===== src/hw/tds_defs.svh =====
// Offsets, field positions, reset values and timing counts of the descriptor scheduler.
`ifndef TDS_DEFS_SVH
`define TDS_DEFS_SVH

// ------------------------------------------------------------
// Register byte offsets
// ------------------------------------------------------------
`define TDS_REG_CTRL       8'h00
`define TDS_REG_STATUS     8'h04
`define TDS_REG_DONE_BASE  8'h10
`define TDS_REG_SKIP_BASE  8'h20
`define TDS_REG_LAST_BASE  8'h30
`define TDS_REG_OR_BASE    8'h40
`define TDS_REG_AND_BASE   8'h50

// ------------------------------------------------------------
// Control fields and reset values
// ------------------------------------------------------------
`define TDS_CTRL_EN_BIT    0
`define TDS_CTRL_LAT_LSB   4
`define TDS_CTRL_LAT_MSB   11
`define TDS_MAP_RESET      32'h0000_0000
`define TDS_LAT_RESET      8'h01

// ------------------------------------------------------------
// Descriptor memory layout, word addresses
// ------------------------------------------------------------
`define TDS_ISO_BASE       12'h000
`define TDS_INTL_BASE      12'h100
`define TDS_ATL_BASE       12'h200
`define TDS_WORD_VALID     3'h0
`define TDS_WORD_STATUS    3'h3
`define TDS_WORD_LINK      3'h4
`define TDS_VALID_BIT      0
`define TDS_ACTIVE_BIT     31
`define TDS_BABBLE_BIT     29
`define TDS_JUMP_BIT       5
`define TDS_NEXT_MSB       4
`define TDS_NEXT_LSB       0

// ------------------------------------------------------------
// Timing
// ------------------------------------------------------------
`define TDS_UFRAME_NS      125000
`define TDS_CLK_NS         40
`define TDS_UFRAME_CYC     (`TDS_UFRAME_NS / `TDS_CLK_NS)

`endif


===== src/hw/tds_pkg.sv =====
// Types shared by the descriptor scheduler modules.
package tds_pkg;

   typedef enum logic [1:0] {
      TDS_LIST_ISO,
      TDS_LIST_INTL,
      TDS_LIST_ATL
   } tds_list_t;

   typedef enum logic [3:0] {
      TDS_IDLE,
      TDS_SKIPCHK,
      TDS_RD_VALID,
      TDS_RD_STATUS,
      TDS_RD_LINK,
      TDS_DECIDE,
      TDS_EXEC,
      TDS_WB_STATUS,
      TDS_WB_VALID,
      TDS_ADVANCE
   } tds_state_t;

endpackage


===== src/hw/tds_irq_group.sv =====
// Grouping of one list's done map through its AND and OR masks.
`timescale 1ns/1ps
module tds_irq_group
   import tds_pkg::*;
#(
   parameter int WIDTH = 32
)(
   input  wire logic [WIDTH-1:0] done_map,
   input  wire logic [WIDTH-1:0] and_mask,
   input  wire logic [WIDTH-1:0] or_mask,
   output logic                  hit
);

   // Any masked descriptor done, or every descriptor of a non-empty AND group done.
   assign hit = (|(done_map & or_mask)) |
                ((|and_mask) && ((done_map & and_mask) == and_mask));

endmodule // tds_irq_group


===== src/hw/tds_scheduler.sv =====
// Transfer descriptor scheduler: walks three descriptor lists and reports completion.
//
// Summary of operation
// - Up to 32 descriptors in each of the isochronous, interrupt and async lists.
// - A pass runs the isochronous list, then the interrupt list, then async.
// - Async carries control and bulk, the others interrupt and isochronous transfers.
// - A descriptor is complete when its done bit is set; masks group completions.
// - Four sources: isochronous, interrupt list, async, start of frame.
// - Isochronous, interrupt list and async reporting waits a programmable number of 125 us microframes.
// - Each list is walked upward from index 0 in descriptor order, honouring skip, and the final marker unless a jump passes it.
// - A transaction runs only for a descriptor that is active and not done.
// - A jump continues walking at the index in bits 4 to 0 of word 4.
// - Jumps only go forward; software never points a descriptor at itself.
// - A skipped descriptor is ignored and the following one is taken.
// - A skipped descriptor's jump pointer is ignored as well.
// - Word 4 bit 5 selects stepping by one or jumping to the pointer.
// - Hardware clears the active flag when it finishes a descriptor.
// - On babble set the babble flag and clear active and valid.
// - AND and OR masks are 32-bit per-descriptor maps reset to zero.
`timescale 1ns/1ps
`include "tds_defs.svh"
module tds_scheduler
   import tds_pkg::*;
#(
   parameter int DESC_NUM = 32
)(
   input  wire logic        ref_clk,
   input  wire logic        reset,
   input  wire logic [7:0]  reg_addr,
   input  wire logic [31:0] reg_wdata,
   input  wire logic        reg_wr,
   input  wire logic        reg_rd,
   output logic      [31:0] reg_rdata,
   output logic             mem_rd,
   output logic             mem_wr,
   output logic      [11:0] mem_addr,
   output logic      [31:0] mem_wdata,
   input  wire logic [31:0] mem_rdata,
   output logic             xact_start,
   output logic      [1:0]  xact_list,
   output logic      [4:0]  xact_index,
   input  wire logic        xact_done,
   input  wire logic        xact_babble,
   output logic             iso_irq,
   output logic             intl_irq,
   output logic             async_irq,
   output logic             sof_irq
);

   if (DESC_NUM < 2 || DESC_NUM > 32)
   begin : g_check
      $error("DESC_NUM must lie between 2 and 32.");
   end

   // ------------------------------------------------------------
   // Register decode
   // ------------------------------------------------------------
   function automatic logic [1:0] list_of(input logic [7:0] a);
      list_of = a[3:2];
   endfunction

   function automatic logic in_bank(input logic [7:0] a, input logic [7:0] base);
      in_bank = (a[7:4] == base[7:4]) && (a[3:2] != 2'h3) && (a[1:0] == 2'h0);
   endfunction

   logic [31:0] done_q [3];
   logic [31:0] skip_q [3];
   logic [31:0] or_q   [3];
   logic [31:0] and_q  [3];
   logic [4:0]  last_q [3];
   logic        en_q;
   logic [7:0]  lat_q;
   logic [31:0] set_done;
   logic [1:0]  set_list;

   // ------------------------------------------------------------
   // Software registers
   // ------------------------------------------------------------
   always_ff @(posedge ref_clk)
   begin
      if (reset)
      begin
         en_q  <= 1'b0;
         lat_q <= `TDS_LAT_RESET;
      end
      else if (reg_wr && reg_addr == `TDS_REG_CTRL)
      begin
         en_q  <= reg_wdata[`TDS_CTRL_EN_BIT];
         lat_q <= reg_wdata[`TDS_CTRL_LAT_MSB:`TDS_CTRL_LAT_LSB];
      end
   end

   for (genvar l = 0; l < 3; l++)
   begin : g_bank
      always_ff @(posedge ref_clk)
      begin
         if (reset)
         begin
            skip_q[l] <= `TDS_MAP_RESET;
            or_q[l]   <= `TDS_MAP_RESET;
            and_q[l]  <= `TDS_MAP_RESET;
            last_q[l] <= 5'(DESC_NUM - 1);
         end
         else if (reg_wr && list_of(reg_addr) == 2'(l))
         begin
            if (in_bank(reg_addr, `TDS_REG_SKIP_BASE))
               skip_q[l] <= reg_wdata;
            if (in_bank(reg_addr, `TDS_REG_OR_BASE))
               or_q[l] <= reg_wdata;
            if (in_bank(reg_addr, `TDS_REG_AND_BASE))
               and_q[l] <= reg_wdata;
            if (in_bank(reg_addr, `TDS_REG_LAST_BASE))
               last_q[l] <= reg_wdata[4:0];
         end
      end

      // Done bits are cleared by writing ones; a completion in the same cycle wins.
      always_ff @(posedge ref_clk)
      begin
         if (reset)
            done_q[l] <= `TDS_MAP_RESET;
         else
            done_q[l] <= (done_q[l] & ~((reg_wr && list_of(reg_addr) == 2'(l) &&
                          in_bank(reg_addr, `TDS_REG_DONE_BASE)) ? reg_wdata : 32'h0000_0000))
                         | ((set_list == 2'(l)) ? set_done : 32'h0000_0000);
      end
   end

   // ------------------------------------------------------------
   // Walker state
   // ------------------------------------------------------------
   tds_state_t  state_q;
   tds_list_t   list_q;
   logic [4:0]  idx_q;
   logic [31:0] valid_w_q;
   logic [31:0] status_w_q;
   logic [31:0] link_w_q;
   logic        babble_q;
   logic        tick;
   logic [11:0] base;
   logic [5:0]  step_idx;
   logic [4:0]  next_idx;
   logic        list_end;

   always_comb
   begin
      case (list_q)
         TDS_LIST_ISO:  base = `TDS_ISO_BASE;
         TDS_LIST_INTL: base = `TDS_INTL_BASE;
         default:       base = `TDS_ATL_BASE;
      endcase
   end

   // Jump only when selected, forward and taken from a descriptor that was not skipped.
   always_comb
   begin
      step_idx = {1'b0, idx_q} + 6'h01;
      if (link_w_q[`TDS_JUMP_BIT] &&
          link_w_q[`TDS_NEXT_MSB:`TDS_NEXT_LSB] > idx_q)
         next_idx = link_w_q[`TDS_NEXT_MSB:`TDS_NEXT_LSB];
      else
         next_idx = step_idx[4:0];
   end

   assign list_end = (idx_q == last_q[list_q]) || (idx_q == 5'(DESC_NUM - 1));

   always_ff @(posedge ref_clk)
   begin
      if (reset)
      begin
         state_q    <= TDS_IDLE;
         list_q     <= TDS_LIST_ISO;
         idx_q      <= 5'h00;
         valid_w_q  <= 32'h0000_0000;
         status_w_q <= 32'h0000_0000;
         link_w_q   <= 32'h0000_0000;
         babble_q   <= 1'b0;
      end
      else
      begin
         case (state_q)
            TDS_IDLE:
               if (en_q && tick)
               begin
                  list_q  <= TDS_LIST_ISO;
                  idx_q   <= 5'h00;
                  state_q <= TDS_SKIPCHK;
               end
            TDS_SKIPCHK:
            begin
               link_w_q <= 32'h0000_0000;
               if (skip_q[list_q][idx_q])
                  state_q <= TDS_ADVANCE;
               else
                  state_q <= TDS_RD_VALID;
            end
            TDS_RD_VALID:
               state_q <= TDS_RD_STATUS;
            TDS_RD_STATUS:
            begin
               valid_w_q <= mem_rdata;
               state_q   <= TDS_RD_LINK;
            end
            TDS_RD_LINK:
            begin
               status_w_q <= mem_rdata;
               state_q    <= TDS_DECIDE;
            end
            TDS_DECIDE:
            begin
               link_w_q <= mem_rdata;
               if (status_w_q[`TDS_ACTIVE_BIT] && !done_q[list_q][idx_q])
                  state_q <= TDS_EXEC;
               else
                  state_q <= TDS_ADVANCE;
            end
            TDS_EXEC:
               if (xact_done)
               begin
                  babble_q <= xact_babble;
                  state_q  <= TDS_WB_STATUS;
               end
            TDS_WB_STATUS:
               state_q <= babble_q ? TDS_WB_VALID : TDS_ADVANCE;
            TDS_WB_VALID:
               state_q <= TDS_ADVANCE;
            TDS_ADVANCE:
               if (list_end)
               begin
                  idx_q <= 5'h00;
                  case (list_q)
                     TDS_LIST_ISO:  list_q <= TDS_LIST_INTL;
                     TDS_LIST_INTL: list_q <= TDS_LIST_ATL;
                     default:       list_q <= TDS_LIST_ISO;
                  endcase
                  state_q <= (list_q == TDS_LIST_ATL) ? TDS_IDLE : TDS_SKIPCHK;
               end
               else
               begin
                  idx_q   <= next_idx;
                  state_q <= TDS_SKIPCHK;
               end
            default:
               state_q <= TDS_IDLE;
         endcase
      end
   end

   // ------------------------------------------------------------
   // Memory and transaction ports
   // ------------------------------------------------------------
   always_comb
   begin
      mem_rd    = 1'b0;
      mem_wr    = 1'b0;
      mem_addr  = base;
      mem_wdata = 32'h0000_0000;
      case (state_q)
         TDS_RD_VALID:
         begin
            mem_rd   = 1'b1;
            mem_addr = base + {4'h0, idx_q, `TDS_WORD_VALID};
         end
         TDS_RD_STATUS:
         begin
            mem_rd   = 1'b1;
            mem_addr = base + {4'h0, idx_q, `TDS_WORD_STATUS};
         end
         TDS_RD_LINK:
         begin
            mem_rd   = 1'b1;
            mem_addr = base + {4'h0, idx_q, `TDS_WORD_LINK};
         end
         TDS_WB_STATUS:
         begin
            mem_wr    = 1'b1;
            mem_addr  = base + {4'h0, idx_q, `TDS_WORD_STATUS};
            mem_wdata = status_w_q;
            mem_wdata[`TDS_ACTIVE_BIT] = 1'b0;
            mem_wdata[`TDS_BABBLE_BIT] = status_w_q[`TDS_BABBLE_BIT] | babble_q;
         end
         TDS_WB_VALID:
         begin
            mem_wr    = 1'b1;
            mem_addr  = base + {4'h0, idx_q, `TDS_WORD_VALID};
            mem_wdata = valid_w_q;
            mem_wdata[`TDS_VALID_BIT] = 1'b0;
         end
         default:
         begin
            mem_addr = base + {4'h0, idx_q, 3'h0};
         end
      endcase
   end

   assign xact_start = (state_q == TDS_DECIDE) && status_w_q[`TDS_ACTIVE_BIT] &&
                       !done_q[list_q][idx_q];
   assign xact_list  = list_q;
   assign xact_index = idx_q;
   assign set_list   = list_q;
   assign set_done   = (state_q == TDS_WB_STATUS) ? (32'h0000_0001 << idx_q) : 32'h0000_0000;

   // ------------------------------------------------------------
   // Microframe timing and interrupt sources
   // ------------------------------------------------------------
   logic [11:0] uf_cnt_q;
   logic [7:0]  lat_cnt_q;
   logic        report;
   logic [2:0]  hit;

   assign tick   = (uf_cnt_q == 12'(`TDS_UFRAME_CYC - 1));
   assign report = tick && (lat_cnt_q + 8'h01 >= lat_q);

   always_ff @(posedge ref_clk)
   begin
      if (reset)
         uf_cnt_q <= 12'h000;
      else
         uf_cnt_q <= tick ? 12'h000 : uf_cnt_q + 12'h001;
   end

   always_ff @(posedge ref_clk)
   begin
      if (reset)
         lat_cnt_q <= 8'h00;
      else if (report)
         lat_cnt_q <= 8'h00;
      else if (tick)
         lat_cnt_q <= lat_cnt_q + 8'h01;
   end

   for (genvar g = 0; g < 3; g++)
   begin : g_group
      tds_irq_group #(
         .WIDTH (32)
      ) u_group (
         .done_map (done_q[g]),
         .and_mask (and_q[g]),
         .or_mask  (or_q[g]),
         .hit      (hit[g])
      );
   end

   always_ff @(posedge ref_clk)
   begin
      if (reset)
      begin
         iso_irq   <= 1'b0;
         intl_irq  <= 1'b0;
         async_irq <= 1'b0;
         sof_irq   <= 1'b0;
      end
      else
      begin
         sof_irq <= tick;
         if (report)
         begin
            iso_irq   <= hit[0];
            intl_irq  <= hit[1];
            async_irq <= hit[2];
         end
      end
   end

   // ------------------------------------------------------------
   // Register read port
   // ------------------------------------------------------------
   always_ff @(posedge ref_clk)
   begin
      if (reset)
         reg_rdata <= 32'h0000_0000;
      else if (reg_rd)
      begin
         reg_rdata <= 32'h0000_0000;
         if (reg_addr == `TDS_REG_CTRL)
            reg_rdata <= {20'h00000, lat_q, 3'h0, en_q};
         else if (reg_addr == `TDS_REG_STATUS)
            reg_rdata <= {16'h0000, 4'(state_q), 2'h0, 2'(list_q), 3'h0, idx_q};
         else if (in_bank(reg_addr, `TDS_REG_DONE_BASE))
            reg_rdata <= done_q[list_of(reg_addr)];
         else if (in_bank(reg_addr, `TDS_REG_SKIP_BASE))
            reg_rdata <= skip_q[list_of(reg_addr)];
         else if (in_bank(reg_addr, `TDS_REG_LAST_BASE))
            reg_rdata <= {27'h0000000, last_q[list_of(reg_addr)]};
         else if (in_bank(reg_addr, `TDS_REG_OR_BASE))
            reg_rdata <= or_q[list_of(reg_addr)];
         else if (in_bank(reg_addr, `TDS_REG_AND_BASE))
            reg_rdata <= and_q[list_of(reg_addr)];
      end
      else
         reg_rdata <= 32'h0000_0000;
   end

endmodule // tds_scheduler


===== config.mk =====
export PLATFORM = sky130hd
export DESIGN_NAME = tds_scheduler
export DESIGN_NICKNAME = d
export VERILOG_FILES = /design/src/hw/tds_pkg.sv /design/src/hw/tds_irq_group.sv /design/src/hw/tds_scheduler.sv
export VERILOG_INCLUDE_DIRS = /design/src /design/src/hw
export SDC_FILE = /design/constraint.sdc
export NUM_CORES = 1
export LEC_CHECK = 0
export ABC_AREA = 1
export BUFFER_PORTS_ARGS = -buffer_cell sky130_fd_sc_hd__buf_2
export CAP_MARGIN = 40
export CORE_AREA = 2 2 227 229
export CTS_BUF_LIST = sky130_fd_sc_hd__clkbuf_4 sky130_fd_sc_hd__clkbuf_8 sky130_fd_sc_hd__clkbuf_16
export DETAILED_ROUTE_END_ITERATION = 7
export DIE_AREA = 0 0 229 231
export PLACE_DENSITY = 0.75
export SLEW_MARGIN = 10
export SYNTH_ARGS = -nofsm -noshare
export SYNTH_HDL_FRONTEND = slang
export SYNTH_SLANG_ARGS = --single-unit

===== constraint.sdc =====
create_clock -name ref_clk -period 4.15 [get_ports ref_clk]
set_input_delay 0.6225 -clock ref_clk [delete_from_list [all_inputs] [get_ports ref_clk]]
set_output_delay 0.6225 -clock ref_clk [all_outputs]
set_load 0.05 [all_outputs]

# Word-level counts from Yosys, hierarchy flattened
# Memory sizes are Yosys's and may differ from the RTL's. A register that Yosys moved wholly into a read port is not among the register bits.
# Cells that the tools add are included.
[op_classes]
n_addsub = 6
n_lt_le_gt_ge = 3
eq_ne = 29
shifts = 1
mux = 104
bitwise_logic = 35
reduce_logical = 53
[op_table]
columns = ["op", "n"]
rows = [
  ["2-to-1 mux 32 bit", 24],
  ["bitwise AND 32 bit", 9],
  ["OR reduction 32 bit", 6],
  ["equality test 32 bit", 3],
  ["NOT 32 bit", 3],
  ["OR 32 bit", 3],
  ["one-hot mux 32 bit (2 select lines)", 1],
  ["2-to-1 mux 1 bit", 50],
  ["one-hot mux 4 bit (10 select lines)", 1],
  ["adder 12 x 8 -> 12 bit", 3],
  ["left shift 1 x 5 -> 32 bit, first input constant", 1],
  ["2-to-1 mux 5 bit", 6],
  ["logical AND 1 bit", 26],
  ["equality test 4 x 3 -> 1 bit, second input constant", 6],
  ["one-hot mux 12 bit (2 select lines)", 1],
  ["one-hot mux 10 bit (2 select lines)", 1],
  ["OR 1 bit", 19],
  ["equality test 4 x 2 -> 1 bit, second input constant", 4],
  ["2-to-1 mux 16 bit", 1],
  ["2-to-1 mux 2 bit", 8],
  ["2-to-1 mux 4 bit", 4],
  ["adder 12 x 1 -> 12 bit, second input constant", 1],
  ["equality test 12 bit, second input constant", 1],
  ["2-to-1 mux 12 bit", 1],
  ["29 further kinds", 48],
]
[totals]
regBits = 147
mem_bits_rw = 399
wordCells = 254
memories = 5
[memory_table]
columns = ["memory", "words", "word_bits", "rd", "rd_ports_with_merged_regs", "wr", "line", "rtl"]
rows = [
  ["and_q", 3, 32, 4, 0, 3, "tds_scheduler.sv:69", "logic [31:0] and_q [3];"],
  ["done_q", 3, 32, 5, 1, 3, "tds_scheduler.sv:66", "logic [31:0] done_q [3];"],
  ["or_q", 3, 32, 4, 0, 3, "tds_scheduler.sv:68", "logic [31:0] or_q [3];"],
  ["skip_q", 3, 32, 2, 1, 3, "tds_scheduler.sv:67", "logic [31:0] skip_q [3];"],
  ["last_q", 3, 5, 2, 1, 3, "tds_scheduler.sv:70", "logic [4:0] last_q [3];"],
]

# Longest topological paths before layout
[depth]
word_depth = 10
depth_mapped = 18

# Modules after synthesis
# From an unflattened synthesis, not the netlist that was laid out.
[unflattened]
cells_unflattened = 3690
hier_area_um2 = 28124.5
[modules_own_cells]
columns = ["module", "instances", "cells_per_inst", "area_per_inst_um2"]
rows = [
  ["tds_scheduler", 1, 3180, 26108.8],
  ["tds_irq_group", 3, 170, 671.9],
]

# Worst setup path before layout
# Ideal clock, no wire load.
[synth_timing]
path_kind = "input -> register"
startpoint = "input port reg_addr[2]"
endpoint = "memory or_q[0][0] (enable)"
setup_time_ns = 0.466
arrival_time_ns = 3.771
path_slack_ns = -0.087
cell_stages = 7
path_buffers = 2
cell_sequence = "buf_4 > nand2_4 > nand2_1 > nor3_2 > nand2_2 > clkbuf_1 > o21ai_0"
[synth_rtl]
columns = ["item", "line", "rtl"]
rows = [
  ["start, declared", "tds_scheduler.sv:29", "input wire logic [7:0] reg_addr,"],
  ["end, declared", "tds_scheduler.sv:68", ""],
]

==> results.toml <==
[global_route]
grt_pass1_vias = 24500
grt_start_max_net_pins = 85
antenna_found_initial = 0
grt.busiest_layer = "met2"
gr-usage-met2 = 0.578
grt.met1_usage = 0.518
grt_overflow_total = 0
grt_pass1_wl_mm = 156
grt_use_total = 0.392
grtUsageMet3 = 0.0965

[detailed_routing]
vias_per_cell = 6.29
routed_wirelength_mm = 106
vias = 26700
detail-route-antenna-nets = 0
wl_per_cell_um = 25.1
dr.pass1.iters = 8
drc = 1
drt_iter0_drc = 4208

[pwr]
ir_drop_v = 0.000329
pwr_density_cell_nw_per_um2 = 392
leakage_uw = 0.0123

[clocking]
post_cts_resized = 0
cts_hold_buf = 0
cts_buffers = 58
clk_latency_ns = 0.64
cts_num_sinks = 547
htreeDepth = 2
post-cts-setup-buffers = 0
cts_root_buf = "clkbuf_16"
cts_tree = "done"
clock_path_buffers = 3
clkTransAtPathRegs_ns = 0.06

[critical_path]
path_class = "flip-flop to output port"
path_cells = "buf_4, nand2_1, nand3_1, nand3_1, nand2_1, nand3_1, nand3_1, nand2_1, nand2_1, nand3_1, inv_1, buf_2"
crit_arrival_ns = 3.22
path_common_cell = "nand3_1"
cp.required_ns = 3.53
start_kind = "flip-flop"
path_max_fanout = 71
critPathMaxStageDelay_ns = 0.68
end_kind = "output port"
cp_slowest_cell = "buf_4"

[floorplan]
initial_utilization = 0.542
core_area_um2 = 50700
row_count = 83
io_pins = 168
die_h_um = 231
dieArea_um2 = 52900
die_w_um = 229

[timing]
fin_worst_skew_ns = 0.0184
worst_pin_slew_ns = 1.09
finalHoldViolations = 0
slew_violations = 0
relSlewSlack = 0.264
setup_viol = 0
period_needed_ns = 3.84
period_share = 0.926
fmax_mhz = 260
rsz0062_at_grt = "false"
layout_setup_ws_ns = 0.306

[min_path]
hold_class = "input port to flip-flop"

[synthesis]
async_reset_ff_frac = 0
synth_area_leaders = "edfxtp_1, dfxtp_1, nand2_1, nor2_1, o21ai_0"
ys_types = 53
yosysWarnings = 0
synth_area_um2 = 27500
ys.flop_type = "edfxtp_1"
syn_area_per_cell_um2 = 7.99
synth_seq_cells = 547
synth_seq_area_share = 0.509
syn_inst = 3440
synth_top_cell_by_area = "edfxtp_1"
synth_common_cells = "nand2_1, nor2_1, edfxtp_1, inv_1, dfxtp_1"
synthMostInstantiatedCell = "nand2_1"
synth_top_area_frac = 0.331
synth_edf_count = 303

[placed_design]
gp_congestion = 1.07
dp_hpwl_mm = 71.7
place_ws_ns = 0.957
place_inst = 4133
portBuffers = 165

[finish]
final_cells = 4243
area_delta_synth_final_pct = 11.9
fin_util = 0.607
n_antenna_cell = 0
drive_above_1_share = 0.115
fillCellCount = 4546
fin_nets = 3614

[run_status]
violations = "design-rule violations"
status = "finished, violations left"

[run]
maxCapViolCount = 0
## worst paths after layout
check                                     from        endpoint  slack (ns)  cells after the start
worst max-delay path                 flip-flop      xact_start        0.31                     12
worst min-delay path             mem_rdata[18]  status_w_q[18]        0.23                      3
worst min register to register  status_w_q[26]  status_w_q[26]        0.46                      2
worst max register to register   xact_index[0]       flip-flop        1.39                     12
## layer usage
layer / vias to the layer above / wire, um
met2: 2131 / 44800
met3: 451 / 14800
li1: 11800 / -
met4: 0 / 8140
met5: - / 0
met1: 12400 / 38600
## metrics by stage
stage                     power [uW]  area (um2)  setup TNS, ns  hold slack [ns]
after floorplan                 6500       27500          -5.57            0.430
after global placement          6840       28800              0            0.446
after detailed placement        6850       28800              0            0.451
after CTS                      12000       30800              0            0.214
after global routing           12300       30800              0            0.243
final                          12100       30800              0            0.230
## critical path, delay by kind of cell, from the launching register on
family                 cells  cell delay, ns
flip-flops                 1            0.33
AND/OR/NAND/NOR            9            1.16
buffers and inverters      3            1.02
## kinds of logic (layout without fill, tap and decap cells)
logic type | count (synthesis) | count (layout) | share of synthesized area
AO/OA/AOI/OAI | 695 | 695 | 0.152
XOR/XNOR | 13 | 13 | 0.00414
adder cells (fa/ha/maj) | 23 | 23 | 0.0105
buffers and inverters | 515 | 637 | 0.0782
flip-flops | 547 | 547 | 0.509
multiplexers | 2 | 2 | 0.000728
other | 1 | 2 | 0.000136
AND/OR/NAND/NOR | 1644 | 1644 | 0.246
## final cells by class
cell class | instances | area, um2 | share of cell area
clock buffer | 76 | 1670 | 0.0543
clock inverter | 34 | 258 | 0.00838
inverter | 278 | 1050 | 0.0340
multi-input combinational | 2379 | 11400 | 0.372
sequential | 547 | 14000 | 0.455
tap | 680 | 851 | 0.0277
timing repair buffer | 249 | 1500 | 0.0488
## state kept, by name, summed over array words and instances (netlist names), 2 cells and up, named ones only
signal      cells
last_q         15
uf_cnt_q       12
skip_q         96
valid_w_q      31
xact_index      5
reg_rdata      32
state_q         4
and_q          96
lat_q           8
link_w_q        6
status_w_q     32
xact_list       2
or_q           96
lat_cnt_q       8
done_q         96
## power breakdown
part,switching [uW],total [uW],internal (uW),leakage (uW)
Combinational,600,775,175,0.00646
Clock,2270,5280,3010,0.000952
Sequential,124,6000,5880,0.00485
Total,2990,12100,9060,0.0123
## layout by cell type, fill, tap and decap left out, types with 19 or more instances in the layout
cell type and count:
a32o_1 28, a31oi_1 22, buf_4 80, nand3_1 209, inv_2 19, dfxtp_1 242
a22o_1 23, a22oi_1 19, o21ai_0 214, nand2_1 749, o22ai_1 57, o211ai_1 21
nor2_1 571, nor3_1 22, o21ai_1 29, clkbuf_16 60, ha_1 23, nand4_1 22
inv_1 258, edfxtp_1 303, a21oi_1 202, o221ai_1 30, buf_2 165, nor4_1 31
No activity file was read; power rests on OpenSTA's default activity.
